## src/logic/led_pwm_consts.svh

```systemverilog
// Offsets, field positions, reset values and timing counts for the
// nine-output open-drain PWM intensity generator.
// Assumes an 8-bit address and 8-bit data register port.
`ifndef LED_PWM_CONSTS_SVH
`define LED_PWM_CONSTS_SVH

// Register offsets
`define ADDR_CFG 8'h00
`define ADDR_PHASE0 8'h04
`define ADDR_PHASE1 8'h08
`define ADDR_NINTH_PHASE 8'h0c
`define ADDR_MASTER 8'h10
`define ADDR_INT01 8'h14
`define ADDR_INT23 8'h18
`define ADDR_INT45 8'h1c
`define ADDR_INT67 8'h20
`define ADDR_STEP 8'h24

// Configuration bit positions
`define CFG_GLOBAL_BIT 0
`define CFG_BLINK_EN_BIT 1
`define CFG_BLINK_FLIP_BIT 2

// Ninth output phase register bit positions
`define NINTH_PH0_BIT 0
`define NINTH_PH1_BIT 1

// Reset values
`define CFG_RESET 8'h00
`define PHASE_RESET 8'hff
`define NINTH_PHASE_RESET 2'h3
`define MASTER_RESET 8'h00
`define INT_RESET 8'hff

// Timing
`define CLK_PERIOD_NS 8
`define OSC_PERIOD_NS 31250
`define OSC_DIV (`OSC_PERIOD_NS / `CLK_PERIOD_NS)
`define PWM_STEPS 240
`define PWM_CYCLES_PER_SLOT 16
`define PWM_SLOTS 15
`define INT_FULL 4'hf

`endif

```

## src/logic/led_pwm_pkg.sv

```systemverilog
// Types shared by the PWM intensity generator and its bench.
// Constants live in led_pwm_consts.svh.
package led_pwm_pkg;

    // One register port request
    typedef struct packed {
        logic [7:0] addr;
        logic [7:0] wdata;
        logic wr;
        logic rd;
    } reg_req_t;

    // Open-drain pin group for the nine outputs
    typedef struct packed {
        logic [8:0] out;
        logic [8:0] oe;
    } od_pins_t;

endpackage : led_pwm_pkg

```

## src/logic/led_pwm_intensity_global.sv

```systemverilog
// Nine-output open-drain PWM intensity generator with global mode.
// Assumes one 125 MHz clock, a synchronous blink input and
// external pull-ups on every port output.
//
// Notes on behaviour
// Ninth intensity field doubles as global field
// Global mode only when configuration flag set
// Global field drives all nine outputs
// Master plus global nibble form 240-step control
// Global mode always covers every output
// Software mixing static and PWM uses individual mode
// Phase bit 0: low for (n+1)/16
// Phase bit 1: low for (15-n)/16
// Setting 0xF gives static level, no modulation
// Outputs open-drain: pull low or release
// First eight level bits share one register
// Ninth level bits live in separate register
// Period 240 steps, 15 slots of 16
// Master gates modulation to 1..15 slots
// Full-scale setting ignores master, static, glitch-free
// Blink disabled: phase 0 bit sets level
// Step counter from oscillator, restarts after reset
//
// The register addresses and the plain strobed port were decided locally.
`timescale 1ns/10ps
`include "led_pwm_consts.svh"

module led_pwm_intensity_global
    import led_pwm_pkg::*;
(
    // Clock and reset
    input wire logic core_clk,
    input wire logic reset,
    // Register port
    input wire reg_req_t req,
    output logic [7:0] rd_data,
    // Blink input pin
    input wire logic blink_in,
    // Open-drain port outputs
    output od_pins_t port_outputs
);

    ////////////////////////////////////////////////////////////////////
    // Registers
    logic [7:0] cfg_reg; // Global, blink enable, blink flip
    logic [7:0] phase0_reg; // Phase 0 levels, outputs 0..7
    logic [7:0] phase1_reg; // Phase 1 levels, outputs 0..7
    logic [1:0] ninth_phase_reg; // Ninth output levels, both phases
    logic [7:0] master_reg; // Master high nibble, ninth low nibble
    logic [7:0] int_reg [0:3]; // Two individual nibbles each
    logic [7:0] rd_data_reg; // Read data, one cycle after strobe

    // Register writes, one process for all software state
    always_ff @(posedge core_clk) begin
        if (reset) begin
            cfg_reg <= `CFG_RESET;
            phase0_reg <= `PHASE_RESET;
            phase1_reg <= `PHASE_RESET;
            ninth_phase_reg <= `NINTH_PHASE_RESET;
            master_reg <= `MASTER_RESET;
            for (int i = 0; i < 4; i++) begin
                int_reg[i] <= `INT_RESET;
            end
        end else if (req.wr) begin
            case (req.addr)
                `ADDR_CFG: cfg_reg <= req.wdata;
                // Eight levels land in one write, together
                `ADDR_PHASE0: phase0_reg <= req.wdata;
                `ADDR_PHASE1: phase1_reg <= req.wdata;
                // Ninth levels never share a write with the rest
                `ADDR_NINTH_PHASE: ninth_phase_reg <= req.wdata[1:0];
                `ADDR_MASTER: master_reg <= req.wdata;
                `ADDR_INT01: int_reg[0] <= req.wdata;
                `ADDR_INT23: int_reg[1] <= req.wdata;
                `ADDR_INT45: int_reg[2] <= req.wdata;
                `ADDR_INT67: int_reg[3] <= req.wdata;
                default: ; // Unmapped writes ignored
            endcase
        end
    end

    ////////////////////////////////////////////////////////////////////
    // Oscillator divider and step counter
    logic [11:0] div_reg; // Core cycles within one oscillator tick
    logic tick; // One-cycle enable at the oscillator rate
    logic [7:0] step_reg; // Step within the 240-step period

    assign tick = (div_reg == 12'(`OSC_DIV - 1));

    // Divider stands in for the free-running oscillator
    always_ff @(posedge core_clk) begin
        if (reset) begin
            div_reg <= 12'h000;
        end else if (tick) begin
            div_reg <= 12'h000;
        end else begin
            div_reg <= div_reg + 12'h001;
        end
    end

    // Period restarts at step zero after reset
    always_ff @(posedge core_clk) begin
        if (reset) begin
            step_reg <= 8'h00;
        end else if (tick) begin
            if (step_reg == 8'(`PWM_STEPS - 1)) begin
                step_reg <= 8'h00;
            end else begin
                step_reg <= step_reg + 8'h01;
            end
        end
    end

    ////////////////////////////////////////////////////////////////////
    // Per-output level selection
    logic [3:0] slot; // Master timeslot 0..14
    logic [3:0] cycle; // PWM cycle 0..15 within the slot
    logic [3:0] master_int; // Master gate nibble
    logic global_mode; // Global intensity selected
    logic use_phase1; // Blink phase 1 registers in force
    logic [8:0] act_bit; // Selected level bit per output
    logic [3:0] sel_int [0:8]; // Intensity used per output
    logic [8:0] pull_low; // Next open-drain enables

    assign slot = 4'(step_reg / 8'(`PWM_CYCLES_PER_SLOT));
    assign cycle = step_reg[3:0];
    assign master_int = master_reg[7:4];
    assign global_mode = cfg_reg[`CFG_GLOBAL_BIT];
    // Blink disabled forces the phase 0 registers
    assign use_phase1 = cfg_reg[`CFG_BLINK_EN_BIT]
        & (cfg_reg[`CFG_BLINK_FLIP_BIT] ^ blink_in);
    assign act_bit = use_phase1
        ? {ninth_phase_reg[`NINTH_PH1_BIT], phase1_reg}
        : {ninth_phase_reg[`NINTH_PH0_BIT], phase0_reg};

    // Intensity source: own nibble, or ninth nibble for everyone
    always_comb begin
        for (int k = 0; k < 8; k++) begin
            sel_int[k] = global_mode ? master_reg[3:0]
                : (k[0] ? int_reg[k/2][7:4] : int_reg[k/2][3:0]);
        end
        sel_int[8] = master_reg[3:0];
    end

    // On-time shows the level bit, off-time its inverse
    always_comb begin
        logic lvl;
        lvl = 1'b1;
        for (int k = 0; k < 9; k++) begin
            if (sel_int[k] == `INT_FULL || master_int == 4'h0) begin
                // Static: full scale or master nibble zero, no PWM edges at all
                lvl = act_bit[k];
            end else if (slot < master_int
                         && cycle <= sel_int[k]) begin
                // Gated slot, within n+1 cycles of on-time
                lvl = act_bit[k];
            end else begin
                lvl = ~act_bit[k];
            end
            // Logic high is released, logic low pulled down
            pull_low[k] = ~lvl;
        end
    end

    ////////////////////////////////////////////////////////////////////
    // Output and read-back flops
    od_pins_t pins_reg; // Registered pin drive

    // Pins never drive high; the enable alone carries the level
    always_ff @(posedge core_clk) begin
        if (reset) begin
            pins_reg.out <= 9'h000;
            pins_reg.oe <= 9'h000;
        end else begin
            pins_reg.out <= 9'h000;
            pins_reg.oe <= pull_low;
        end
    end

    // Read data stands only in the cycle after the strobe
    always_ff @(posedge core_clk) begin
        if (reset) begin
            rd_data_reg <= 8'h00;
        end else if (req.rd) begin
            case (req.addr)
                `ADDR_CFG: rd_data_reg <= cfg_reg;
                `ADDR_PHASE0: rd_data_reg <= phase0_reg;
                `ADDR_PHASE1: rd_data_reg <= phase1_reg;
                `ADDR_NINTH_PHASE: rd_data_reg <= {6'h00, ninth_phase_reg};
                `ADDR_MASTER: rd_data_reg <= master_reg;
                `ADDR_INT01: rd_data_reg <= int_reg[0];
                `ADDR_INT23: rd_data_reg <= int_reg[1];
                `ADDR_INT45: rd_data_reg <= int_reg[2];
                `ADDR_INT67: rd_data_reg <= int_reg[3];
                `ADDR_STEP: rd_data_reg <= step_reg;
                default: rd_data_reg <= 8'h00; // Unmapped reads zero
            endcase
        end else begin
            rd_data_reg <= 8'h00;
        end
    end

    assign rd_data = rd_data_reg;
    assign port_outputs = pins_reg;

    ////////////////////////////////////////////////////////////////////
    // Assertions
    step_wrap_a: assert property (
        @(posedge core_clk) disable iff (reset)
        (tick && step_reg == 8'hef) |=> (step_reg == 8'h00))
        else $error("step counter did not wrap after 240 steps");

    step_range_a: assert property (
        @(posedge core_clk) disable iff (reset)
        step_reg < 8'hf0)
        else $error("step counter out of range");

    step_restart_a: assert property (
        @(posedge core_clk) reset |=> (step_reg == 8'h00))
        else $error("period did not restart after reset");

    open_drain_a: assert property (
        @(posedge core_clk) disable iff (reset)
        port_outputs.out == 9'h000)
        else $error("port output driven high");

    global_source_a: assert property (
        @(posedge core_clk) disable iff (reset)
        global_mode |-> (sel_int[3] == master_reg[3:0]
                         && sel_int[0] == master_reg[3:0]))
        else $error("global field not used by all outputs");

    global_uniform_a: assert property (
        @(posedge core_clk) disable iff (reset)
        (global_mode && act_bit == 9'h000)
        |=> (port_outputs.oe == 9'h000 || port_outputs.oe == 9'h1ff))
        else $error("outputs differ in global mode");

    full_static_a: assert property (
        @(posedge core_clk) disable iff (reset)
        (sel_int[0] == 4'hf)
        |=> (port_outputs.oe[0] == !$past(act_bit[0])))
        else $error("full-scale output not static");

    phase0_on_a: assert property (
        @(posedge core_clk) disable iff (reset)
        (master_int != 4'h0 && slot < master_int && !act_bit[1]
         && sel_int[1] != 4'hf && cycle <= sel_int[1])
        |=> port_outputs.oe[1])
        else $error("phase 0 on-time not pulled low");

    phase1_on_a: assert property (
        @(posedge core_clk) disable iff (reset)
        (master_int != 4'h0 && slot < master_int && act_bit[2]
         && sel_int[2] != 4'hf && cycle > sel_int[2])
        |=> port_outputs.oe[2])
        else $error("phase 1 off-time not pulled low");

    gate_off_a: assert property (
        @(posedge core_clk) disable iff (reset)
        (master_int != 4'h0 && slot >= master_int && !act_bit[4]
         && sel_int[4] != 4'hf)
        |=> !port_outputs.oe[4])
        else $error("output modulated outside gated slots");

    ninth_apart_a: assert property (
        @(posedge core_clk) disable iff (reset)
        (req.wr && req.addr == `ADDR_PHASE0)
        |=> $stable(ninth_phase_reg))
        else $error("ninth level changed with the other eight");

    blink_off_a: assert property (
        @(posedge core_clk) disable iff (reset)
        !cfg_reg[`CFG_BLINK_EN_BIT] |-> (act_bit[7:0] == phase0_reg))
        else $error("blink disabled but phase 0 not in force");

endmodule : led_pwm_intensity_global

```

## config.mk

```make
export PLATFORM = sky130hd
export DESIGN_NAME = led_pwm_intensity_global
export DESIGN_NICKNAME = d
export VERILOG_FILES = /design/src/logic/led_pwm_pkg.sv /design/src/logic/led_pwm_intensity_global.sv
export VERILOG_INCLUDE_DIRS = /design/src /design/src/logic
export SDC_FILE = /design/constraint.sdc
export NUM_CORES = 1
export LEC_CHECK = 0
export ABC_AREA = 1
export BUFFER_PORTS_ARGS = -buffer_cell sky130_fd_sc_hd__buf_2
export CAP_MARGIN = 15
export CORE_MARGIN = 5
export CORE_UTILIZATION = 40
export DETAILED_ROUTE_END_ITERATION = 7
export GPL_TIMING_DRIVEN = 0
export PLACE_DENSITY_LB_ADDON = 0.1
export SYNTH_ARGS = -nofsm -noshare
export SYNTH_HDL_FRONTEND = slang
export SYNTH_SLANG_ARGS = --single-unit
export TNS_END_PERCENT = 20
```

## constraint.sdc

```tcl
create_clock -name core_clk -period 1.83 [get_ports core_clk]
set_input_delay 0 -clock core_clk [delete_from_list [all_inputs] [get_ports core_clk]]
set_output_delay 0 -clock core_clk [all_outputs]
set_load 0.05 [all_outputs]
```

# After elaboration in Yosys (flattened, before gate mapping)
# Memory sizes are Yosys's and may differ from the RTL's.
# Cells that the tools add are included.
[totals]
mem_bits_rw = 32
ff_bits = 80
mem_count = 1
inputBits = 21
wordCells = 146
[memory_table]
columns = ["memory", "words", "width", "read_ports", "rd_clocked_by_memory_dff", "wr", "line", "text"]
rows = [
  ["int_reg", 4, 8, 4, 0, 4, "led_pwm_intensity_global.sv:50", "logic [7:0] int_reg [0:3];"],
]
[op_classes]
eq_ne = 20
reduce_logical = 27
order_cmp = 10
n_mux = 51
addsub = 2
bitwise_logic = 25
[op_table]
columns = ["cell", "count"]
rows = [
  ["$pmux W8 S10", 1],
  ["$mux W8", 5],
  ["$eq A4 B4 Y1 const B", 9],
  ["$le A4 B4 Y1", 9],
  ["$mux W1", 36],
  ["$eq A8 B5 Y1 const B", 4],
  ["$mux W4", 8],
  ["$not A1 Y1", 19],
  ["$eq A8 B4 Y1 const B", 2],
  ["$eq A8 B6 Y1 const B", 2],
  ["$add A12 B1 Y12 const B", 1],
  ["$eq A12 B12 Y1 const B", 1],
  ["$reduce_and A2 Y1", 5],
  ["$logic_and A1 B1 Y1", 9],
  ["$logic_or A1 B1 Y1", 9],
  ["$mux W9", 1],
  ["$add A8 B1 Y8 const B", 1],
  ["$eq A8 B3 Y1 const B", 1],
  ["$eq A8 B8 Y1 const B", 1],
  ["$logic_not A8 Y1", 1],
  ["$logic_not A4 Y1", 1],
  ["$lt A4 B4 Y1", 1],
  ["$or A1 B1 Y1", 4],
  ["$reduce_or A2 Y1", 2],
  ["other kinds (2)", 2],
]

# Longest topological paths before layout
[logic_depth]
word_depth = 7
mapped_depth = 15
depth_no_buf = 14

# Worst setup path before layout
# Ideal clock, no wire load.
[synth_timing]
kind = "reg2reg"
start = "register cfg_reg[0]"
end = "register pins_reg (netlist bit port_outputs[4])"
stages_incl_launch_ff = 16
slack_ns = 0.208
t_arrival_ns = 1.507
period_less_slack_ns = 1.622
required_time_ns = 1.715
n_path_buf = 1
setup_time_ns = 0.115
path_cell_list = "dfxtp_1 > inv_2 > buf_4 > nand2_1 > nand2_1 > inv_1 > ha_1 > inv_1 > o21bai_1 > nand2_1 > nand2_1 > nand2_1 > nand2_1 > nand3_1 > nand2_1 > nor2_1"
[synth_via]
elab_chain_cells = 6
word_cells_on_any_way = 8
cone_classes = "1 x order compare; 1 x eq/ne; 3 x mux; 1 x bitwise; 2 x reduce/logical"
[synth_rtl]
columns = ["item", "line", "text"]
rows = [
  ["start: declaration", "led_pwm_intensity_global.sv:45", "logic [7:0] cfg_reg;"],
  ["start signal: assignment", "led_pwm_intensity_global.sv:56", "cfg_reg <= `CFG_RESET;"],
  ["start signal: assignment", "led_pwm_intensity_global.sv:66", "`ADDR_CFG: cfg_reg <= req.wdata;"],
  ["$mux W4 *", "led_pwm_intensity_global.sv:139", "sel_int[k] = global_mode ? master_reg[3:0]"],
  ["$le A4 B4 Y1", "led_pwm_intensity_global.sv:154", "&& cycle <= sel_int[k]) begin"],
  ["$logic_and A1 B1 Y1", "led_pwm_intensity_global.sv:154", ""],
  ["$mux W1", "led_pwm_intensity_global.sv:153", "end else if (slot < master_int"],
  ["$mux W1 *", "led_pwm_intensity_global.sv:150", "if (sel_int[k] == `INT_FULL || master_int == 4'h0) begin"],
  ["$not A1 Y1 *", "led_pwm_intensity_global.sv:161", "pull_low[k] = ~lvl;"],
  ["end: declaration", "led_pwm_intensity_global.sv:167", "od_pins_t pins_reg;"],
]
# Mark *: on every way between the ends. The rest lies on a longest branch, timed or not.
# A chain may end at the register's enable or synchronous reset.

# Final worst setup path
[layout_timing]
start = "register cfg_reg[0]"
end = "register pins_reg (netlist bit port_outputs[1])"
# Same word-level chain as after synthesis.

==> metrics.md <==
| Metric | Value |
|---|---|
| Outcome | finished, violations left |
| Failing checks | design-rule violations, negative setup slack |
| Clk sinks | 103 |
| Wirelength per Cell | around 17 um |
| Vias/cell | roughly 5 |
| Slew Viols, Final | 0 |
| Met1 Use GR | ~28% |
| Core Footprint | 15900 sq um |
| Startpoint Class | register |
| Top_reg_cell synth | dfxtp_1 |
| Port Buffer Count | 37 |
| Peak supply drop | around 0.00044 V |
| Fin area | between 7000 and 8000 sq um |
| # setup viols final | 3 |
| CTS max path bufs | 2 |
| Cell Area, Synth | around 6500 sq um |
| Worst Tran Pin Value | 0.997 ns |
| Initial antenna violation count | 0 |
| Setup WS pre-CTS | -0.383 ns |
| Routed wire length | between 20 and 25 mm |
| Busiest layer in global routing | met2 |
| Site row count | between 40 and 50 |
| Cell depth of the worst min-delay path | 5 |
| Num ports | 47 |
| DRC | 1 |
| Routed Antenna Nets | 0 |
| Hold EP | rd_data[0] |
| Die width | between 100 and 150 um |
| Grt ovf | 0 |
| Initial drt markers | between 400 and 500 |
| Worst EP required | between 2 and 2.5 ns |
| Crit end category | register |
| CTS Root Buffer Type | clkbuf_16 |
| Largest net degree at the start of global routing | 18 |
| Die area | ~19000 sq um |
| Antenna fix cells | 0 |
| Area leader, netlist | dfxtp_1 |
| Htree depth | 3 |
| Synth unique cells | 35 |
| LEAKAGE | 0.00386 uW |
| Num CTS Buffers | 9 |
| Top fanout value on the critical path | 8 |
| Post-synth EDFFs | 32 |
| Worst hold path class | in -> reg |
| Post-synthesis async set-or-reset flop share | 0% |
| Drt first pass iters | 8 |
| Slew Limit Headroom | roughly 34% |
| Final setup margin | -0.0348 ns |
| Initial core utilization | about two fifths |
| TritonCTS clock tree | built |
| DP HPWL | 15.0 mm |
| Peak Freq | 536 MHz |
| Via count | between 6000 and 7000 |
| R2r setup slk | -0.03 ns |
| Placed Cells | around 1200 |
| Layout cells sized above 1 | 22.2% |
| Yosys warnings | 0 |
| Sequential share of the synthesized area | around 37% |
| Worst Reg-to-Reg Cells | 15 |
| Crit Path Class | reg -> reg |
| GR Util met3 | under 10% |
| Final nets | about 1100 |
| Final setup skew | 0.00972 ns |
| Die extent in y | approximately 140 um |
| Cell Count, Final, Fillers Out | 1224 |
| Vias in the first global route | 5605 |
| Synthesized instance count | roughly 930 |
| Syn avg cell area | ~7.0 sq um |
| Final Cycle Share | 102% |
| Hold_sp | req[0] |
| CTS clk-pin slew, worst paths | about 0.070 ns |
| Power Density | approximately 610 nW/um^2 |
| Final core area utilization | 49.7% |
| Share of the synthesized area in the top cell type | ~22% |
| Synthesis-to-finish area growth | 22.2% |
| Endpoints failing hold | 0 |
| First-pass GRT wire length | between 30 and 40 mm |
| #FFs+latches synth | just over 100 |
| Clk Latency, worst-skew pair | 0.36 ns |
| Arrival time worst endpoint | 2.15 ns |
| Post-DP Area | 6940 sq um |
| Max-Cap Viols | 0 |
| GP Congestion | around 0.89 |
| Worst r2r src | cfg_reg[0] |
| Gr usage total | ~22% |
| RSZ-0062 raised after global routing | yes |
| Crit Reg-Reg Endpoint | port_outputs[1] |
| Tmin final | roughly 1.9 ns |
| Met2 Resource Use GR | roughly a third |
| Max reg flops | 32 |
| Synth area leaders | dfxtp_1 (22%), nand2_1 (18%), edfxtp_1 (15%), ha_1 (8.1%), inv_1 (7.2%) |
==> worst max-delay path by stage <==
stage | from | end | slack [ns]
final | cfg_reg[0] | port_outputs[1] | -0.03
after global routing | cfg_reg[0] | port_outputs[0] | -0.12
after CTS | cfg_reg[0] | port_outputs[3] | 0.003
after detailed placement | cfg_reg[0] | port_outputs[1] | -0.38
after global placement | cfg_reg[0] | port_outputs[1] | -0.43
after floorplan | cfg_reg[0] | port_outputs[4] | 0.21
==> Yosys cell counts, types with 3 or more instances <==
master / n
ha_1: 42
a21oi_1: 45
nor3_2: 3
nand4_1: 10
o21ai_0: 30
o21bai_1: 11
o211ai_1: 18
nand2_2: 4
nor2_4: 4
nand2_1: 305
nand3_1: 88
buf_2: 4
nor3_1: 4
clkbuf_1: 5
buf_6: 4
nor3_4: 3
xnor2_1: 3
inv_2: 7
nor2_2: 7
buf_4: 16
inv_1: 123
dfxtp_1: 71
edfxtp_1: 32
nor2_1: 74
==> timing repair <==
action / CTS / global route
resized for setup: 25 / 108
buffers inserted: 3 / 2
gates cloned: 0 / 3
setup endpoints to repair: 10 / 9
endpoints found under the hold margin: 13 / 0
hold buffers: 8 / 0
pin swaps: 2 / 21
==> layout make-up <==
type                            instances  area (sq um)
Inverter                              130           500
Buffer                                 31           228
Multi-Input combinational cell        671          3820
Timing Repair Buffer                   57           400
Fill cell                            1699          8000
Tap cell                              216           270
Sequential cell                       103          2400
Clock inverter                          6          43.8
Clock buffer                           10           229
==> cells in the final DEF, fill, tap and decap left out, types with 9 or more instances in the layout <==
cell type	count
nand2_1	257
inv_1	100
nand3_1	86
nor2_1	71
dfxtp_1	64
nand2_2	44
buf_2	44
a21oi_1	38
edfxtp_1	32
inv_2	29
ha_1	26
o21ai_0	24
buf_4	20
o211ai_1	18
ha_4	16
clkbuf_16	12
o21bai_1	11
nand4_1	10
nor2_2	10
conb_1	9
==> cell families after synthesis <==
logic type	count (synthesis)	share of synthesized area (%)
other	1	0.0581
AND/OR/NAND/NOR	506	33.6
flip-flops	103	36.9
AO/OA/AOI/OAI	109	9.75
adder cells (fa/ha/maj)	42	8.14
XOR/XNOR	5	0.679
buffers and inverters	161	10.9
==> stage by stage <==
stage	hold slack [ns]	setup TNS, ns	total power (uW)
global placement	0.258	-9.49	2900
global route	0.0644	-0.820	4950
detailed placement	0.259	-11.52	2900
floorplan	0.130	0	2760
CTS	0.0429	0	4750
finish	0.0482	-0.0393	4780
==> critical path, stage by stage, from the launching register on <==
cell	delay (ns)
dfxtp_4	0.47
clkinv_8	0.12
clkbuf_16	0.18
nand2_4	0.06
nand2_4	0.05
inv_2	0.06
ha_4	0.20
nand2_2	0.06
inv_2	0.03
nand2_1	0.05
nand2_1	0.04
nand2_1	0.08
nand2_2	0.11
nand3_2	0.07
nand2_1	0.05
nor2_1	0.14
==> power breakdown <==
| group | internal, uW | total, uW | switching [uW] |
|---|---|---|---|
| Clock | 933 | 1860 | 924 |
| Sequential | 2390 | 2430 | 37.6 |
| Combinational | 160 | 492 | 332 |
| Total | 3480 | 4780 | 1290 |
==> layer usage <==
layer / up-vias / part of all wire [%]
li1: 3117 / -
met1: 2806 / 44
met2: 187 / 46
met3: 38 / 6.4
met4: 0 / 3.2
met5: - / 0
Note: power is estimated with default switching activity, not from simulation.
